==> src/sysctl_map.vh <==
// Constants for the system-control and block-move execution block
// How it works
// - Jump loads the PC with the operand target, no condition.
// - Trap's 2-bit immediate selects the vector address.
// - Load-control writes operand or immediate to a control register.
// - Control registers move to memory as words; upper byte valid.
// - Store-control copies a control register to register or memory.
// - AND-to-control: register becomes old AND immediate byte.
// - OR-to-control: register becomes old OR immediate byte.
// - XOR-to-control: register becomes old XOR immediate byte.
// - No-operation only advances the PC by two.
// - Byte move uses the low count byte; zero skips it.
// - Word move uses the full 16-bit count; zero skips it.
// - Count is bytes; pointers give start addresses.
// - Next instruction starts right after the last byte.
// - Instructions are whole 16-bit words.
// - Fields: operation, register, address extension, condition.
// - Operation field is the leading 4 bits of word one.
// - Address selectors 3 bits; data selectors 3 or 4 bits.
// - Extensions: 8, 16 or 32 bit immediate, address or displacement.
// - Condition field decoded only for conditional branches.
// - Relative branch: displacement plus next instruction address.
`ifndef SYSCTL_MAP_VH
`define SYSCTL_MAP_VH

// ==========================================================================
// Internal operation codes (decoder to executor)
`define OPC_W        5
`define OPC_NONE     5'h00
`define OPC_JUMP     5'h01
`define OPC_RCALL    5'h02
`define OPC_ACALL    5'h03
`define OPC_RET      5'h04
`define OPC_TRAP     5'h05
`define OPC_EXCRET   5'h06
`define OPC_SLEEP    5'h07
`define OPC_LDC      5'h08
`define OPC_STC      5'h09
`define OPC_AND_CTRL_IMM_OP     5'h0A
`define OPC_ORC      5'h0B
`define OPC_XOR_CTRL_IMM_OP     5'h0C
`define OPC_NOP      5'h0D
`define OPC_MOVB     5'h0E
`define OPC_MOVW     5'h0F
`define OPC_BCC      5'h10

// ==========================================================================
// Instruction word fields
`define OP_HI        15
`define OP_LO        12
`define OP2_HI       11
`define OP2_LO       8
`define RSEL_HI      6
`define RSEL_LO      4
`define RSEL4_HI     3
`define RSEL4_LO     0
`define CTL_SEL_BIT  0
`define IMM_HI       7
`define IMM_LO       0
`define TRAP_HI      5
`define TRAP_LO      4
`define COND_HI      11
`define COND_LO      8

// ==========================================================================
// Extension size codes
`define EXT_NONE     2'h0
`define EXT_8        2'h1
`define EXT_16       2'h2
`define EXT_32       2'h3

// ==========================================================================
// Address constants
`define PC_STEP      24'h000002
`define STACK_STEP   32'h00000004
`define TRAP_VEC_BASE 24'h000020
`define VEC_SHIFT    2
`define PC_RESET     24'h000000
`define SP_RESET     32'h00FFFF00
`define CCR_RESET    8'h80
`define EXR_RESET    8'h07
`define PC_MASK      24'hFFFFFE

`endif

==> src/sysctl_cond.v <==
// Branch condition evaluator over the condition code flags
`timescale 1ns/1ps
module sysctl_cond (
  input  wire [3:0] i_cond,
  input  wire [7:0] i_ccr,
  output reg        o_take
);
  wire c = i_ccr[0];
  wire v = i_ccr[1];
  wire z = i_ccr[2];
  wire n = i_ccr[3];

  always @* begin
    case (i_cond)
      4'h0: o_take = 1'b1;
      4'h1: o_take = 1'b0;
      4'h2: o_take = ~(c | z);
      4'h3: o_take = c | z;
      4'h4: o_take = ~c;
      4'h5: o_take = c;
      4'h6: o_take = ~z;
      4'h7: o_take = z;
      4'h8: o_take = ~v;
      4'h9: o_take = v;
      4'hA: o_take = ~n;
      4'hB: o_take = n;
      4'hC: o_take = ~(n ^ v);
      4'hD: o_take = n ^ v;
      4'hE: o_take = ~(z | (n ^ v));
      default: o_take = z | (n ^ v);
    endcase
  end
endmodule

==> src/sysctl_decode.v <==
// Instruction word decoder for control-transfer and system instructions
`timescale 1ns/1ps
module sysctl_decode (
  input  wire [15:0] i_word,
  output reg  [4:0]  o_opc,
  output wire [3:0]  o_op_field,
  output wire [3:0]  o_op2_field,
  output wire [2:0]  o_areg_sel,
  output wire [3:0]  o_dreg_sel,
  output reg  [1:0]  o_ext_size,
  output reg  [3:0]  o_cond,
  output wire [1:0]  o_trap_vec,
  output wire        o_ctl_exr
);
`include "sysctl_map.vh"

  assign o_op_field  = i_word[`OP_HI:`OP_LO];
  assign o_op2_field = i_word[`OP2_HI:`OP2_LO];
  assign o_areg_sel  = i_word[`RSEL_HI:`RSEL_LO];
  assign o_dreg_sel  = i_word[`RSEL4_HI:`RSEL4_LO];
  assign o_trap_vec  = i_word[`TRAP_HI:`TRAP_LO];
  assign o_ctl_exr   = i_word[`CTL_SEL_BIT];

  // ========================================================================
  // Operation and extension decode (internal encoding of this core)
  always @* begin
    o_opc      = `OPC_NONE;
    o_ext_size = `EXT_NONE;
    o_cond     = 4'h0;
    case (i_word[`OP_HI:`OP_LO])
      4'h0: begin
        case (i_word[`OP2_HI:`OP2_LO])
          4'h0: o_opc = `OPC_NOP;
          4'h1: o_opc = `OPC_SLEEP;
          4'h2: o_opc = `OPC_RET;
          4'h3: o_opc = `OPC_EXCRET;
          4'h4: o_opc = `OPC_TRAP;
          4'h5: o_opc = `OPC_LDC;
          4'h6: o_opc = `OPC_STC;
          4'h7: o_opc = `OPC_AND_CTRL_IMM_OP;
          4'h8: o_opc = `OPC_ORC;
          4'h9: o_opc = `OPC_XOR_CTRL_IMM_OP;
          4'hA: o_opc = `OPC_MOVB;
          4'hB: o_opc = `OPC_MOVW;
          default: o_opc = `OPC_NONE;
        endcase
      end
      4'h4: begin
        o_opc  = `OPC_BCC;
        o_cond = i_word[`COND_HI:`COND_LO];
        o_ext_size = `EXT_8;
      end
      4'h5: begin
        o_opc = `OPC_JUMP;
        o_ext_size = `EXT_32;
      end
      4'h6: begin
        o_opc = `OPC_RCALL;
        o_ext_size = `EXT_16;
      end
      4'h7: begin
        o_opc = `OPC_ACALL;
        o_ext_size = `EXT_32;
      end
      default: o_opc = `OPC_NONE;
    endcase
  end
endmodule

==> src/sysctl_exec.v <==
// Execution unit for jumps, calls, system control and block moves
`timescale 1ns/1ps
module sysctl_exec (
  input  wire        i_clk,
  input  wire        i_rst,
  input  wire        i_valid,
  input  wire [15:0] i_word,
  input  wire [31:0] i_ext,
  input  wire [31:0] i_operand,
  input  wire        i_src_mem,
  input  wire        i_dst_mem,
  input  wire [31:0] i_count_reg,
  input  wire [31:0] i_src_ptr,
  input  wire [31:0] i_dst_ptr,
  input  wire        i_mem_ack,
  input  wire [15:0] i_mem_rdata,
  input  wire        i_wake,
  output reg         o_busy,
  output reg  [23:0] o_pc,
  output reg  [31:0] o_sp,
  output reg  [7:0]  o_ccr,
  output reg  [7:0]  o_exr,
  output reg         o_mem_req,
  output reg         o_mem_we,
  output reg         o_mem_word,
  output reg  [31:0] o_mem_addr,
  output reg  [15:0] o_mem_wdata,
  output reg  [31:0] o_gpr_wdata,
  output reg         o_gpr_we,
  output reg  [3:0]  o_gpr_sel,
  output reg  [15:0] o_count_out,
  output reg  [31:0] o_src_out,
  output reg  [31:0] o_dst_out,
  output reg         o_ptr_we,
  output reg         o_trap_start,
  output reg  [23:0] o_trap_vector,
  output reg         o_sleeping
);
`include "sysctl_map.vh"

  // ========================================================================
  // States
  localparam [5:0] ST_IDLE  = 6'b000001;
  localparam [5:0] ST_MEM   = 6'b000010;
  localparam [5:0] ST_MRD   = 6'b000100;
  localparam [5:0] ST_MWR   = 6'b001000;
  localparam [5:0] ST_SLEEP = 6'b010000;
  localparam [5:0] ST_RTE   = 6'b100000;

  // Memory access purpose
  localparam [2:0] MP_PUSH = 3'h0;
  localparam [2:0] MP_POP  = 3'h1;
  localparam [2:0] MP_LDC  = 3'h2;
  localparam [2:0] MP_STC  = 3'h3;
  localparam [2:0] MP_RTE  = 3'h4;

  wire [4:0] opc;
  wire [1:0] ext_size;
  wire [3:0] cond;
  wire [1:0] trap_vec;
  wire       ctl_exr;
  wire [3:0] dsel;
  wire       take;

  sysctl_decode u_dec (
    .i_word      (i_word),
    .o_opc       (opc),
    .o_op_field  (),
    .o_op2_field (),
    .o_areg_sel  (),
    .o_dreg_sel  (dsel),
    .o_ext_size  (ext_size),
    .o_cond      (cond),
    .o_trap_vec  (trap_vec),
    .o_ctl_exr   (ctl_exr)
  );

  sysctl_cond u_cond (
    .i_cond (cond),
    .i_ccr  (o_ccr),
    .o_take (take)
  );

  reg [5:0]  state;
  reg [2:0]  purpose;
  reg        tgt_exr;
  reg        move_word;
  reg [15:0] count;
  reg [23:0] target;

  // Length in bytes: one code word plus the extension bytes
  function [23:0] instr_len;
    input [1:0] sz;
    begin
      case (sz)
        `EXT_16: instr_len = 24'h000004;
        `EXT_32: instr_len = 24'h000006;
        default: instr_len = `PC_STEP;
      endcase
    end
  endfunction

  // Sign-extended displacement of given extension size
  function [23:0] sext;
    input [1:0]  sz;
    input [31:0] v;
    begin
      case (sz)
        `EXT_8:  sext = {{16{v[7]}}, v[7:0]};
        `EXT_16: sext = {{8{v[15]}}, v[15:0]};
        default: sext = v[23:0];
      endcase
    end
  endfunction

  // Branch keeps its 8-bit displacement in the code word
  wire [23:0] next_pc  = o_pc + instr_len(ext_size);
  wire [23:0] rel_tgt  = next_pc + ((opc == `OPC_BCC) ?
                         sext(`EXT_8, {24'h000000, i_word[7:0]}) :
                         sext(ext_size, i_ext));
  wire [7:0]  imm      = i_word[`IMM_HI:`IMM_LO];
  wire [7:0]  ctl_now  = ctl_exr ? o_exr : o_ccr;
  wire [15:0] start_cnt = (opc == `OPC_MOVW) ? i_count_reg[15:0] :
                          {8'h00, i_count_reg[7:0]};

  always @(posedge i_clk or posedge i_rst) begin
    if (i_rst) begin
      state        <= ST_IDLE;
      purpose      <= MP_PUSH;
      tgt_exr      <= 1'b0;
      move_word    <= 1'b0;
      count        <= 16'h0000;
      target       <= `PC_RESET;
      o_busy       <= 1'b0;
      o_pc         <= `PC_RESET;
      o_sp         <= `SP_RESET;
      o_ccr        <= `CCR_RESET;
      o_exr        <= `EXR_RESET;
      o_mem_req    <= 1'b0;
      o_mem_we     <= 1'b0;
      o_mem_word   <= 1'b0;
      o_mem_addr   <= 32'h00000000;
      o_mem_wdata  <= 16'h0000;
      o_gpr_wdata  <= 32'h00000000;
      o_gpr_we     <= 1'b0;
      o_gpr_sel    <= 4'h0;
      o_count_out  <= 16'h0000;
      o_src_out    <= 32'h00000000;
      o_dst_out    <= 32'h00000000;
      o_ptr_we     <= 1'b0;
      o_trap_start <= 1'b0;
      o_trap_vector <= 24'h000000;
      o_sleeping   <= 1'b0;
    end else begin
      o_gpr_we     <= 1'b0;
      o_ptr_we     <= 1'b0;
      o_trap_start <= 1'b0;
      case (state)
        ST_IDLE: begin
          if (i_valid) begin
            o_pc <= next_pc;
            case (opc)
              `OPC_JUMP: o_pc <= i_ext[23:0] & `PC_MASK;
              `OPC_BCC: if (take) o_pc <= rel_tgt & `PC_MASK;
              `OPC_RCALL, `OPC_ACALL: begin
                target <= (opc == `OPC_RCALL) ? rel_tgt & `PC_MASK :
                          i_ext[23:0] & `PC_MASK;
                o_sp        <= o_sp - `STACK_STEP;
                o_mem_addr  <= o_sp - `STACK_STEP;
                o_mem_wdata <= next_pc[15:0];
                o_mem_we    <= 1'b1;
                o_mem_word  <= 1'b1;
                o_mem_req   <= 1'b1;
                purpose     <= MP_PUSH;
                o_busy      <= 1'b1;
                state       <= ST_MEM;
              end
              `OPC_RET: begin
                o_mem_addr <= o_sp;
                o_mem_we   <= 1'b0;
                o_mem_word <= 1'b1;
                o_mem_req  <= 1'b1;
                purpose    <= MP_POP;
                o_busy     <= 1'b1;
                state      <= ST_MEM;
              end
              `OPC_TRAP: begin
                o_trap_vector <= `TRAP_VEC_BASE +
                                 {20'h00000, trap_vec, 2'b00};
                o_trap_start  <= 1'b1;
              end
              `OPC_EXCRET: begin
                o_mem_addr <= o_sp;
                o_mem_we   <= 1'b0;
                o_mem_word <= 1'b1;
                o_mem_req  <= 1'b1;
                purpose    <= MP_RTE;
                o_busy     <= 1'b1;
                state      <= ST_MEM;
              end
              `OPC_SLEEP: begin
                o_sleeping <= 1'b1;
                o_busy     <= 1'b1;
                state      <= ST_SLEEP;
              end
              `OPC_LDC: begin
                tgt_exr <= ctl_exr;
                if (i_src_mem) begin
                  o_mem_addr <= i_operand;
                  o_mem_we   <= 1'b0;
                  o_mem_word <= 1'b1;
                  o_mem_req  <= 1'b1;
                  purpose    <= MP_LDC;
                  o_busy     <= 1'b1;
                  state      <= ST_MEM;
                end else if (ctl_exr)
                  o_exr <= i_operand[7:0];
                else
                  o_ccr <= i_operand[7:0];
              end
              `OPC_STC: begin
                if (i_dst_mem) begin
                  o_mem_addr  <= i_operand;
                  o_mem_wdata <= {ctl_now, 8'h00};
                  o_mem_we    <= 1'b1;
                  o_mem_word  <= 1'b1;
                  o_mem_req   <= 1'b1;
                  purpose     <= MP_STC;
                  o_busy      <= 1'b1;
                  state       <= ST_MEM;
                end else begin
                  o_gpr_sel   <= dsel;
                  o_gpr_wdata <= {24'h000000, ctl_now};
                  o_gpr_we    <= 1'b1;
                end
              end
              `OPC_AND_CTRL_IMM_OP: if (ctl_exr) o_exr <= o_exr & imm;
                         else o_ccr <= o_ccr & imm;
              `OPC_ORC:  if (ctl_exr) o_exr <= o_exr | imm;
                         else o_ccr <= o_ccr | imm;
              `OPC_XOR_CTRL_IMM_OP: if (ctl_exr) o_exr <= o_exr ^ imm;
                         else o_ccr <= o_ccr ^ imm;
              `OPC_NOP: o_pc <= o_pc + `PC_STEP;
              `OPC_MOVB, `OPC_MOVW: begin
                move_word <= (opc == `OPC_MOVW);
                if (start_cnt != 16'h0000) begin
                  count      <= start_cnt;
                  o_src_out  <= i_src_ptr;
                  o_dst_out  <= i_dst_ptr;
                  o_mem_addr <= i_src_ptr;
                  o_mem_we   <= 1'b0;
                  o_mem_word <= 1'b0;
                  o_mem_req  <= 1'b1;
                  o_busy     <= 1'b1;
                  state      <= ST_MRD;
                end
              end
              default: o_pc <= next_pc;
            endcase
          end
        end
        ST_MEM: if (i_mem_ack) begin
          o_mem_req <= 1'b0;
          o_busy    <= 1'b0;
          state     <= ST_IDLE;
          case (purpose)
            MP_PUSH: o_pc <= target;
            MP_POP: begin
              o_pc <= {8'h00, i_mem_rdata} & `PC_MASK;
              o_sp <= o_sp + `STACK_STEP;
            end
            MP_LDC: if (tgt_exr) o_exr <= i_mem_rdata[15:8];
                    else o_ccr <= i_mem_rdata[15:8];
            MP_RTE: begin
              // Saved word holds the flags in the upper byte
              o_ccr      <= i_mem_rdata[15:8];
              o_mem_addr <= o_sp + `STACK_STEP;
              o_sp       <= o_sp + `STACK_STEP;
              o_mem_req  <= 1'b1;
              o_busy     <= 1'b1;
              state      <= ST_RTE;
            end
            default: o_mem_req <= 1'b0;
          endcase
        end
        ST_RTE: if (i_mem_ack) begin
          o_pc      <= {8'h00, i_mem_rdata} & `PC_MASK;
          o_sp      <= o_sp + `STACK_STEP;
          o_mem_req <= 1'b0;
          o_busy    <= 1'b0;
          state     <= ST_IDLE;
        end
        ST_MRD: if (i_mem_ack) begin
          o_mem_addr  <= o_dst_out;
          o_mem_wdata <= {8'h00, i_mem_rdata[7:0]};
          o_mem_we    <= 1'b1;
          state       <= ST_MWR;
        end
        ST_MWR: if (i_mem_ack) begin
          // Pointers and count written back every byte so that
          // an interrupted move can resume from the registers
          o_src_out   <= o_src_out + 32'h00000001;
          o_dst_out   <= o_dst_out + 32'h00000001;
          count       <= count - 16'h0001;
          o_count_out <= count - 16'h0001;
          o_ptr_we    <= 1'b1;
          o_mem_we    <= 1'b0;
          if (count == 16'h0001) begin
            o_mem_req <= 1'b0;
            o_busy    <= 1'b0;
            state     <= ST_IDLE;
          end else begin
            o_mem_addr <= o_src_out + 32'h00000001;
            state      <= ST_MRD;
          end
        end
        ST_SLEEP: if (i_wake) begin
          o_sleeping <= 1'b0;
          o_busy     <= 1'b0;
          state      <= ST_IDLE;
        end
        default: state <= ST_IDLE;
      endcase
    end
  end
endmodule

==> config.mk <==
export PLATFORM = sky130hd
export DESIGN_NAME = sysctl_exec
export DESIGN_NICKNAME = d
export VERILOG_FILES = /design/src/sysctl_cond.v /design/src/sysctl_decode.v /design/src/sysctl_exec.v
export VERILOG_INCLUDE_DIRS = /design/src
export SDC_FILE = /design/constraint.sdc
export NUM_CORES = 1
export LEC_CHECK = 0
export BUFFER_PORTS_ARGS = -buffer_cell sky130_fd_sc_hd__buf_2
export CORE_MARGIN = 2
export CORE_UTILIZATION = 57
export CTS_BUF_LIST = sky130_fd_sc_hd__clkbuf_8
export DETAILED_ROUTE_END_ITERATION = 7
export PLACE_DENSITY = 0.85
export SLEW_MARGIN = 15
export SYNTH_ARGS = -nofsm -noshare
export SYNTH_HDL_FRONTEND = slang
export SYNTH_SLANG_ARGS = --single-unit
==> constraint.sdc <==
create_clock -name i_clk -period 10.2 [get_ports i_clk]
set_input_delay 0.51 -clock i_clk [delete_from_list [all_inputs] [get_ports i_clk]]
set_output_delay 0.51 -clock i_clk [all_outputs]
set_load 0.03 [all_outputs]
# [Yosys cells after proc, flatten, opt, wreduce, memory -nomap -nowiden]
# Memory sizes are Yosys's and may differ from the RTL's.
# Index checks and enable logic that the tools add are counted.
[totals] in_bits=199 register_bits=294 mem_bits_ro=64 out_inout_bits=268 mem_count=1
[memory_table] name="(no name shown)" depth=16 width=4 rd=1 rd_ports_with_merged_regs=0 write_ports=0 line="sysctl_decode.v:32" source="case (i_word[`OP2_HI:`OP2_LO])"
[op_classes] eq_ne=87 bitwise=17 mux=125 n_addsub=9 reduce_logical=41
[op_table] operator="$mux 32" count=21
[op_table] operator="$pmux 32 s5" count=1
[op_table] operator="$mux 24" count=6
[op_table] operator="$mux 8" count=18
[op_table] operator="$pmux 24 s3" count=2
[op_table] operator="$mux 16" count=8
[op_table] operator="$pmux 32 s2" count=2
[op_table] operator="$pmux 32 s4" count=1
[op_table] operator="$pmux 16 s2" count=3
[op_table] operator="$pmux 24 s2" count=2
[op_table] operator="$pmux 32 s3" count=1
[op_table] operator="$add 32x1->32 const B" count=2
[op_table] operator="$pmux 8 s4" count=2
[op_table] operator="$mux 6" count=10
[op_table] operator="$add 24x24->24" count=2
[op_table] operator="$pmux 8 s2" count=3
[op_table] operator="$reduce_and 11->1" count=4
[op_table] operator="$eq 5x4->1 const B" count=8
[op_table] operator="$ne 3x3->1 const B" count=13
[op_table] operator="$pmux 6 s6" count=1
[op_table] operator="$add 32x3->32 const B" count=1
[op_table] operator="$eq 4x3->1 const B" count=8
[op_table] operator="$sub 32x3->32 const B" count=1
[op_table] operator="$ne 2x2->1 const B" count=15
[op_table] operator="other kinds (64)" count=144

# [Depth between registers and ports, before layout]
[depth] ltp_word=11 depth_mapped=24 depth_no_buf=24

# [Cells and area by module]
# Synthesis repeated with hierarchy kept, for this count alone.
[hier_totals] cells_unflattened=2726 area_unflattened_um2=20917.6
[by_module_without_submodules] module="sysctl_exec" instances=1 cells_each=2652 area_per_inst_um2=20368.3 seq_area_each_um2=6757.7
[by_module_without_submodules] module="sysctl_decode" instances=1 cells_each=52 area_per_inst_um2=391.6 seq_area_each_um2=0.0
[by_module_without_submodules] module="sysctl_cond" instances=1 cells_each=22 area_per_inst_um2=157.7 seq_area_each_um2=0.0

# [Worst setup path before layout]
# Ideal clock, no wire load.
[synth_path] path_kind="input to register" startpoint="input port i_word[15]" endpoint="register o_pc[22]" cell_stages=24 slack_ps=5046 setup_ps=129 arrival_time_ps=5025 n_path_buf=1 cell_sequence="or4b_1 -> clkbuf_1 -> nand2_1 -> inv_1 -> ha_1 -> inv_1 -> ha_1 -> inv_1 -> fa_1 -> nand3b_1 -> xor2_1 -> inv_1 -> ha_1 -> o21a_1 -> a21o_1 -> a311oi_1 -> nor4_1 -> o31a_1 -> o211ai_1 -> a211o_1 -> o2111ai_1 -> o211ai_1 -> xor2_1 -> o31ai_1"
[synth_via] elab_chain_cells=11 elab_cells_between_ends=40 cone_classes="add/sub: 2; eq/ne: 24; mux: 11; reduce/logical: 3"
[synth_lines] element="start, declared" line="sysctl_exec.v:7" source="input wire [15:0] i_word,"
[synth_lines] element="$eq 4x3->1" line="sysctl_decode.v:30" source="case (i_word[`OP_HI:`OP_LO])"
[synth_lines] element="$reduce_or 2->1 (no line)"
[synth_lines] element="$pmux 2 s3" line="sysctl_decode.v:30"
[synth_lines] element="$eq 2x2->1, or another cell as far along" line="sysctl_exec.v:95" source="case (sz)"
[synth_lines] element="$pmux 3 s2 / $pmux 24 s2 (equally long branches)" line="sysctl_exec.v:95, sysctl_exec.v:108"
[synth_lines] element="$add 24x24->24 / $mux 24 (equally long branches)" line="sysctl_exec.v:117, sysctl_exec.v:118"
[synth_lines] element="$add 24x24->24" line="sysctl_exec.v:118" source="wire [23:0] rel_tgt = next_pc + ((opc == `OPC_BCC) ?"
[synth_lines] element="$mux 24" line="sysctl_exec.v:164" source="`OPC_BCC: if (take) o_pc <= rel_tgt & `PC_MASK;"
[synth_lines] element="$pmux 24 s3 *" line="sysctl_exec.v:162" source="case (opc)"
[synth_lines] element="$mux 24 *" line="sysctl_exec.v:160" source="if (i_valid) begin"
[synth_lines] element="$pmux 24 s3 *" line="sysctl_exec.v:158" source="case (state)"
[synth_lines] element="end signal, assigned" line="sysctl_exec.v:161" source="o_pc <= next_pc;"
[synth_lines] element="end signal, assigned" line="sysctl_exec.v:163" source="`OPC_JUMP: o_pc <= i_ext[23:0] & `PC_MASK;"
[synth_lines] element="end signal, assigned" line="sysctl_exec.v:164"
[synth_lines] element="end, declared" line="sysctl_exec.v:19" source="output reg [23:0] o_pc,"
# Every way passes the cells marked *; elsewhere a longest branch is shown, timed or not. The select of a mux whose other input is x is not followed.
# A chain may end at the register's enable or synchronous reset.

# [Final worst setup path]
[layout_path] startpoint="input port i_word[12]" endpoint="register o_pc[22]"
# Same word-level chain as after synthesis.

==> results.json <==
{
  "total_power_mw": 5.715,
  "vias": 22150,
  "synthMuxAreaShare_pct": 1.836,
  "die-area_um2": 36660,
  "gp_congestion": 1.013,
  "cts.clk_slew.worst_paths_ps": 60,
  "dieHeight_um": 191.5,
  "synth_fa_ha_area_share_pct": 4.335,
  "cts-root-buf": "clkbuf_8",
  "period_share_pct": 57.09,
  "synth_top_family_by_area": "compound AO/OA/AOI/OAI gates",
  "tightestPinTransition_ps": 1221,
  "h-tree-depth": 2,
  "drt-pass1-iter-count": 8,
  "synth-edff-count": 0,
  "synth_top_flop_cell": "dfrtp_1",
  "grt_pass1_vias": 20640,
  "skew_ps": 40.20,
  "synth_area_per_cell_um2": 7.815,
  "cts_setup_buffers": 0,
  "grt_use_total_pct": 44.22,
  "final_common_cell": "buf_2",
  "fin_tns_setup_ps": 0,
  "areaGrowthSynthToFinish_pct": 15.15,
  "drc_errors": 7,
  "pre_cts_ws_ps": 3809,
  "cts_buffers": 49,
  "fin_crit_ps": 5824,
  "syn_area_um2": 20030,
  "wl_per_cell_um": 24.63,
  "total_leakage_power_nw": 10.70,
  "hold_buffers": 0,
  "detailed_place_hpwl_um": 59660,
  "violations": "DRC",
  "layout_setup_ws_ps": 4376,
  "slew_viol_final": 0,
  "clock_latency_ps": 680,
  "via_per_inst": 6.583,
  "fin_area_um2": 23070,
  "initial_core_util_pct": 57.99,
  "worstReg2RegEnd": "o_pc[22]",
  "outcome": "complete, but fails checks",
  "synth_seq_cells": 269,
  "ir_drop_mv": 0.1651,
  "synthSimpleGateAreaFrac_pct": 19.96,
  "fmax_mhz": 171.7,
  "hp-class": "input pin to async pin",
  "fin_util_pct": 66.77,
  "postRouteAntennaNets": 0,
  "coreArea_um2": 34540,
  "cp_max_fo": 12,
  "final_cell_mix": "buf_2, nand2_1, o21ai_0",
  "postSynthCellCount": 2563,
  "nets": 3126,
  "synth_compound_area_share_pct": 25.32,
  "p_per_area_nw_per_um2": 247.7,
  "cts_sinks": 269,
  "antenna_found_initial": 11,
  "die_w_um": 191.5,
  "max-slew-margin-rel_pct": 18.58,
  "grt_start_max_net_pins": 130,
  "finalSetupViolations": 0,
  "async_flop_share_pct": 100.0,
  "clockBufferDepth": 3,
  "num_io_pins": 467,
  "drive_gt1_share_pct": 19.97,
  "required_ps": 10730,
  "rr_worst_depth": 18,
  "rows": 68,
  "wl_um": 82860,
  "maxCapViolations": 0,
  "ys_types": 84,
  "grt-ovfl-total": 0,
  "grt_pass1_wl_um": 123200,
  "critPathArrivalTime_ps": 6360,
  "start_kind": "input pin",
  "cts_tree": "done",
  "drt_iter0_drc": 2775,
  "synth-xor-area-share_pct": 8.020,
  "r2r_start": "o_pc[1]",
  "place_area_um2": 22050,
  "final-hold-violation-count": 0,
  "regToRegSetupSlack_ps": 5230,
  "cts_resized": 0,
  "ys_seq_area_share_pct": 33.74,
  "cp-end-kind": "register",
  "criticalPathCategory": "input pin to register",
  "ys_warn_count": 0,
  "portBuffers": 393,
  "rsz0062_at_grt": "no"
}
==> worst max path at each step <==
stage | end | from | slack [ps] | depth (start not counted)
after floorplan | count[0] | i_rst | 2310 | 1
after global placement | o_pc[22] | i_word[12] | 3880 | 24
after detailed placement | o_pc[22] | i_word[12] | 3810 | 24
after CTS | o_pc[22] | i_word[12] | 4510 | 24
after global routing | o_pc[22] | i_word[12] | 4060 | 24
final | o_pc[22] | i_word[12] | 4380 | 24
==> synthesized netlist by cell type, drive strengths merged, types with 4 or more instances <==
| library cell | count | area share [%] |
|---|---|---|
| o311ai | 5 | 0.22 |
| o22ai | 59 | 1.8 |
| o211ai | 16 | 0.60 |
| clkbuf | 148 | 2.8 |
| a21o | 15 | 0.56 |
| ha | 67 | 4.2 |
| mux2i | 12 | 0.60 |
| nand4 | 9 | 0.28 |
| nor2b | 8 | 0.25 |
| o221ai | 17 | 0.74 |
| nor2 | 221 | 4.2 |
| xnor2 | 98 | 4.3 |
| dfstp | 21 | 2.8 |
| a21oi | 239 | 6.0 |
| a221oi | 30 | 1.3 |
| a222oi | 48 | 2.4 |
| a221o | 10 | 0.50 |
| dfrtp | 248 | 31 |
| nand3b | 6 | 0.22 |
| nor3b | 6 | 0.22 |
| o31ai | 7 | 0.26 |
| a31oi | 20 | 0.62 |
| nand2b | 9 | 0.28 |
| inv | 79 | 1.5 |
| nand2 | 356 | 6.7 |
| xor2 | 82 | 3.6 |
| or2 | 6 | 0.19 |
| and2 | 15 | 0.47 |
| buf | 80 | 2.5 |
| a22oi | 43 | 1.6 |
| o21a | 5 | 0.19 |
| or3 | 27 | 0.94 |
| nand3 | 90 | 2.3 |
| and3 | 40 | 1.2 |
| or4 | 5 | 0.21 |
| o32ai | 4 | 0.17 |
| mux2 | 22 | 1.2 |
| o31a | 4 | 0.17 |
| o21ai | 274 | 6.9 |
| nor4 | 20 | 0.70 |
| a211oi | 7 | 0.26 |
| nor3 | 46 | 1.2 |
==> metal layers <==
layer | track usage, % | vias up | share of wire (%)
met5 | 0 | - | 0.087
met2 | 66.84 | 1658 | 44
met4 | 30.80 | 8 | 7.9
li1 | - | 9726 | -
met3 | 11.62 | 358 | 13
met1 | 55.02 | 10400 | 36
==> worst max-delay path, stage by stage <==
cell and delay (ps):
buf_2 150, or4b_1 840, nand2_1 210, inv_1 80, ha_1 200, inv_1 50, ha_1 150, inv_1 50
fa_1 550, nand3b_1 250, xor2_1 350, inv_1 90, ha_1 330, o21a_1 110, a21o_1 210, a311oi_1 570
nor4_1 100, o31a_1 330, o211ai_1 290, a211o_1 300, o2111ai_1 140, o211ai_1 150, xor2_1 230, o31ai_1 110
==> flip-flops by register name, indices dropped and copies added (netlist names), 3 cells and up <==
register,cells
o_dst_out,32
purpose,3
o_mem_addr,32
o_gpr_wdata,8
o_gpr_sel,4
o_trap_vector,3
o_ccr,8
o_exr,8
state,6
o_sp,30
o_mem_wdata,16
o_pc,23
o_src_out,32
count,16
o_count_out,16
target,23
==> power breakdown <==
part	total [mW]	switching (mW)	internal, mW
sequential	1.90	0.501	1.40
combinational	2.73	1.83	0.902
clock	1.08	0.523	0.555
total	5.71	2.85	2.86
==> per-stage QoR <==
step / instances / hold slack [ps]
floorplan: 2610 / 441.8
global placement: 3263 / 445.4
detailed placement: 3263 / 450.8
CTS: 3355 / 73.61
global route: 3357 / 95.21
finish: 3364 / 52.77
==> final cells by class <==
class	instances	area (µm²)
antenna	9	22.52
clock buffer	59	812.0
clock inverter	33	185.2
fill	3045	11480
inverter	79	304.0
multi-input combinational	2034	12200
sequential	269	6758
tap	455	569.3
timing repair buffer	426	2215
==> logic make-up (layout without fill, tap and decap cells) <==
kind of cell,Yosys count,count (layout)
other cells,1,57
buf+inv,307,597
compound gates,826,826
xor+xnor,181,181
flops,269,269
fa+ha+maj,69,69
mux,34,34
simple gates,876,876
(Power assumes the default switching activity.)
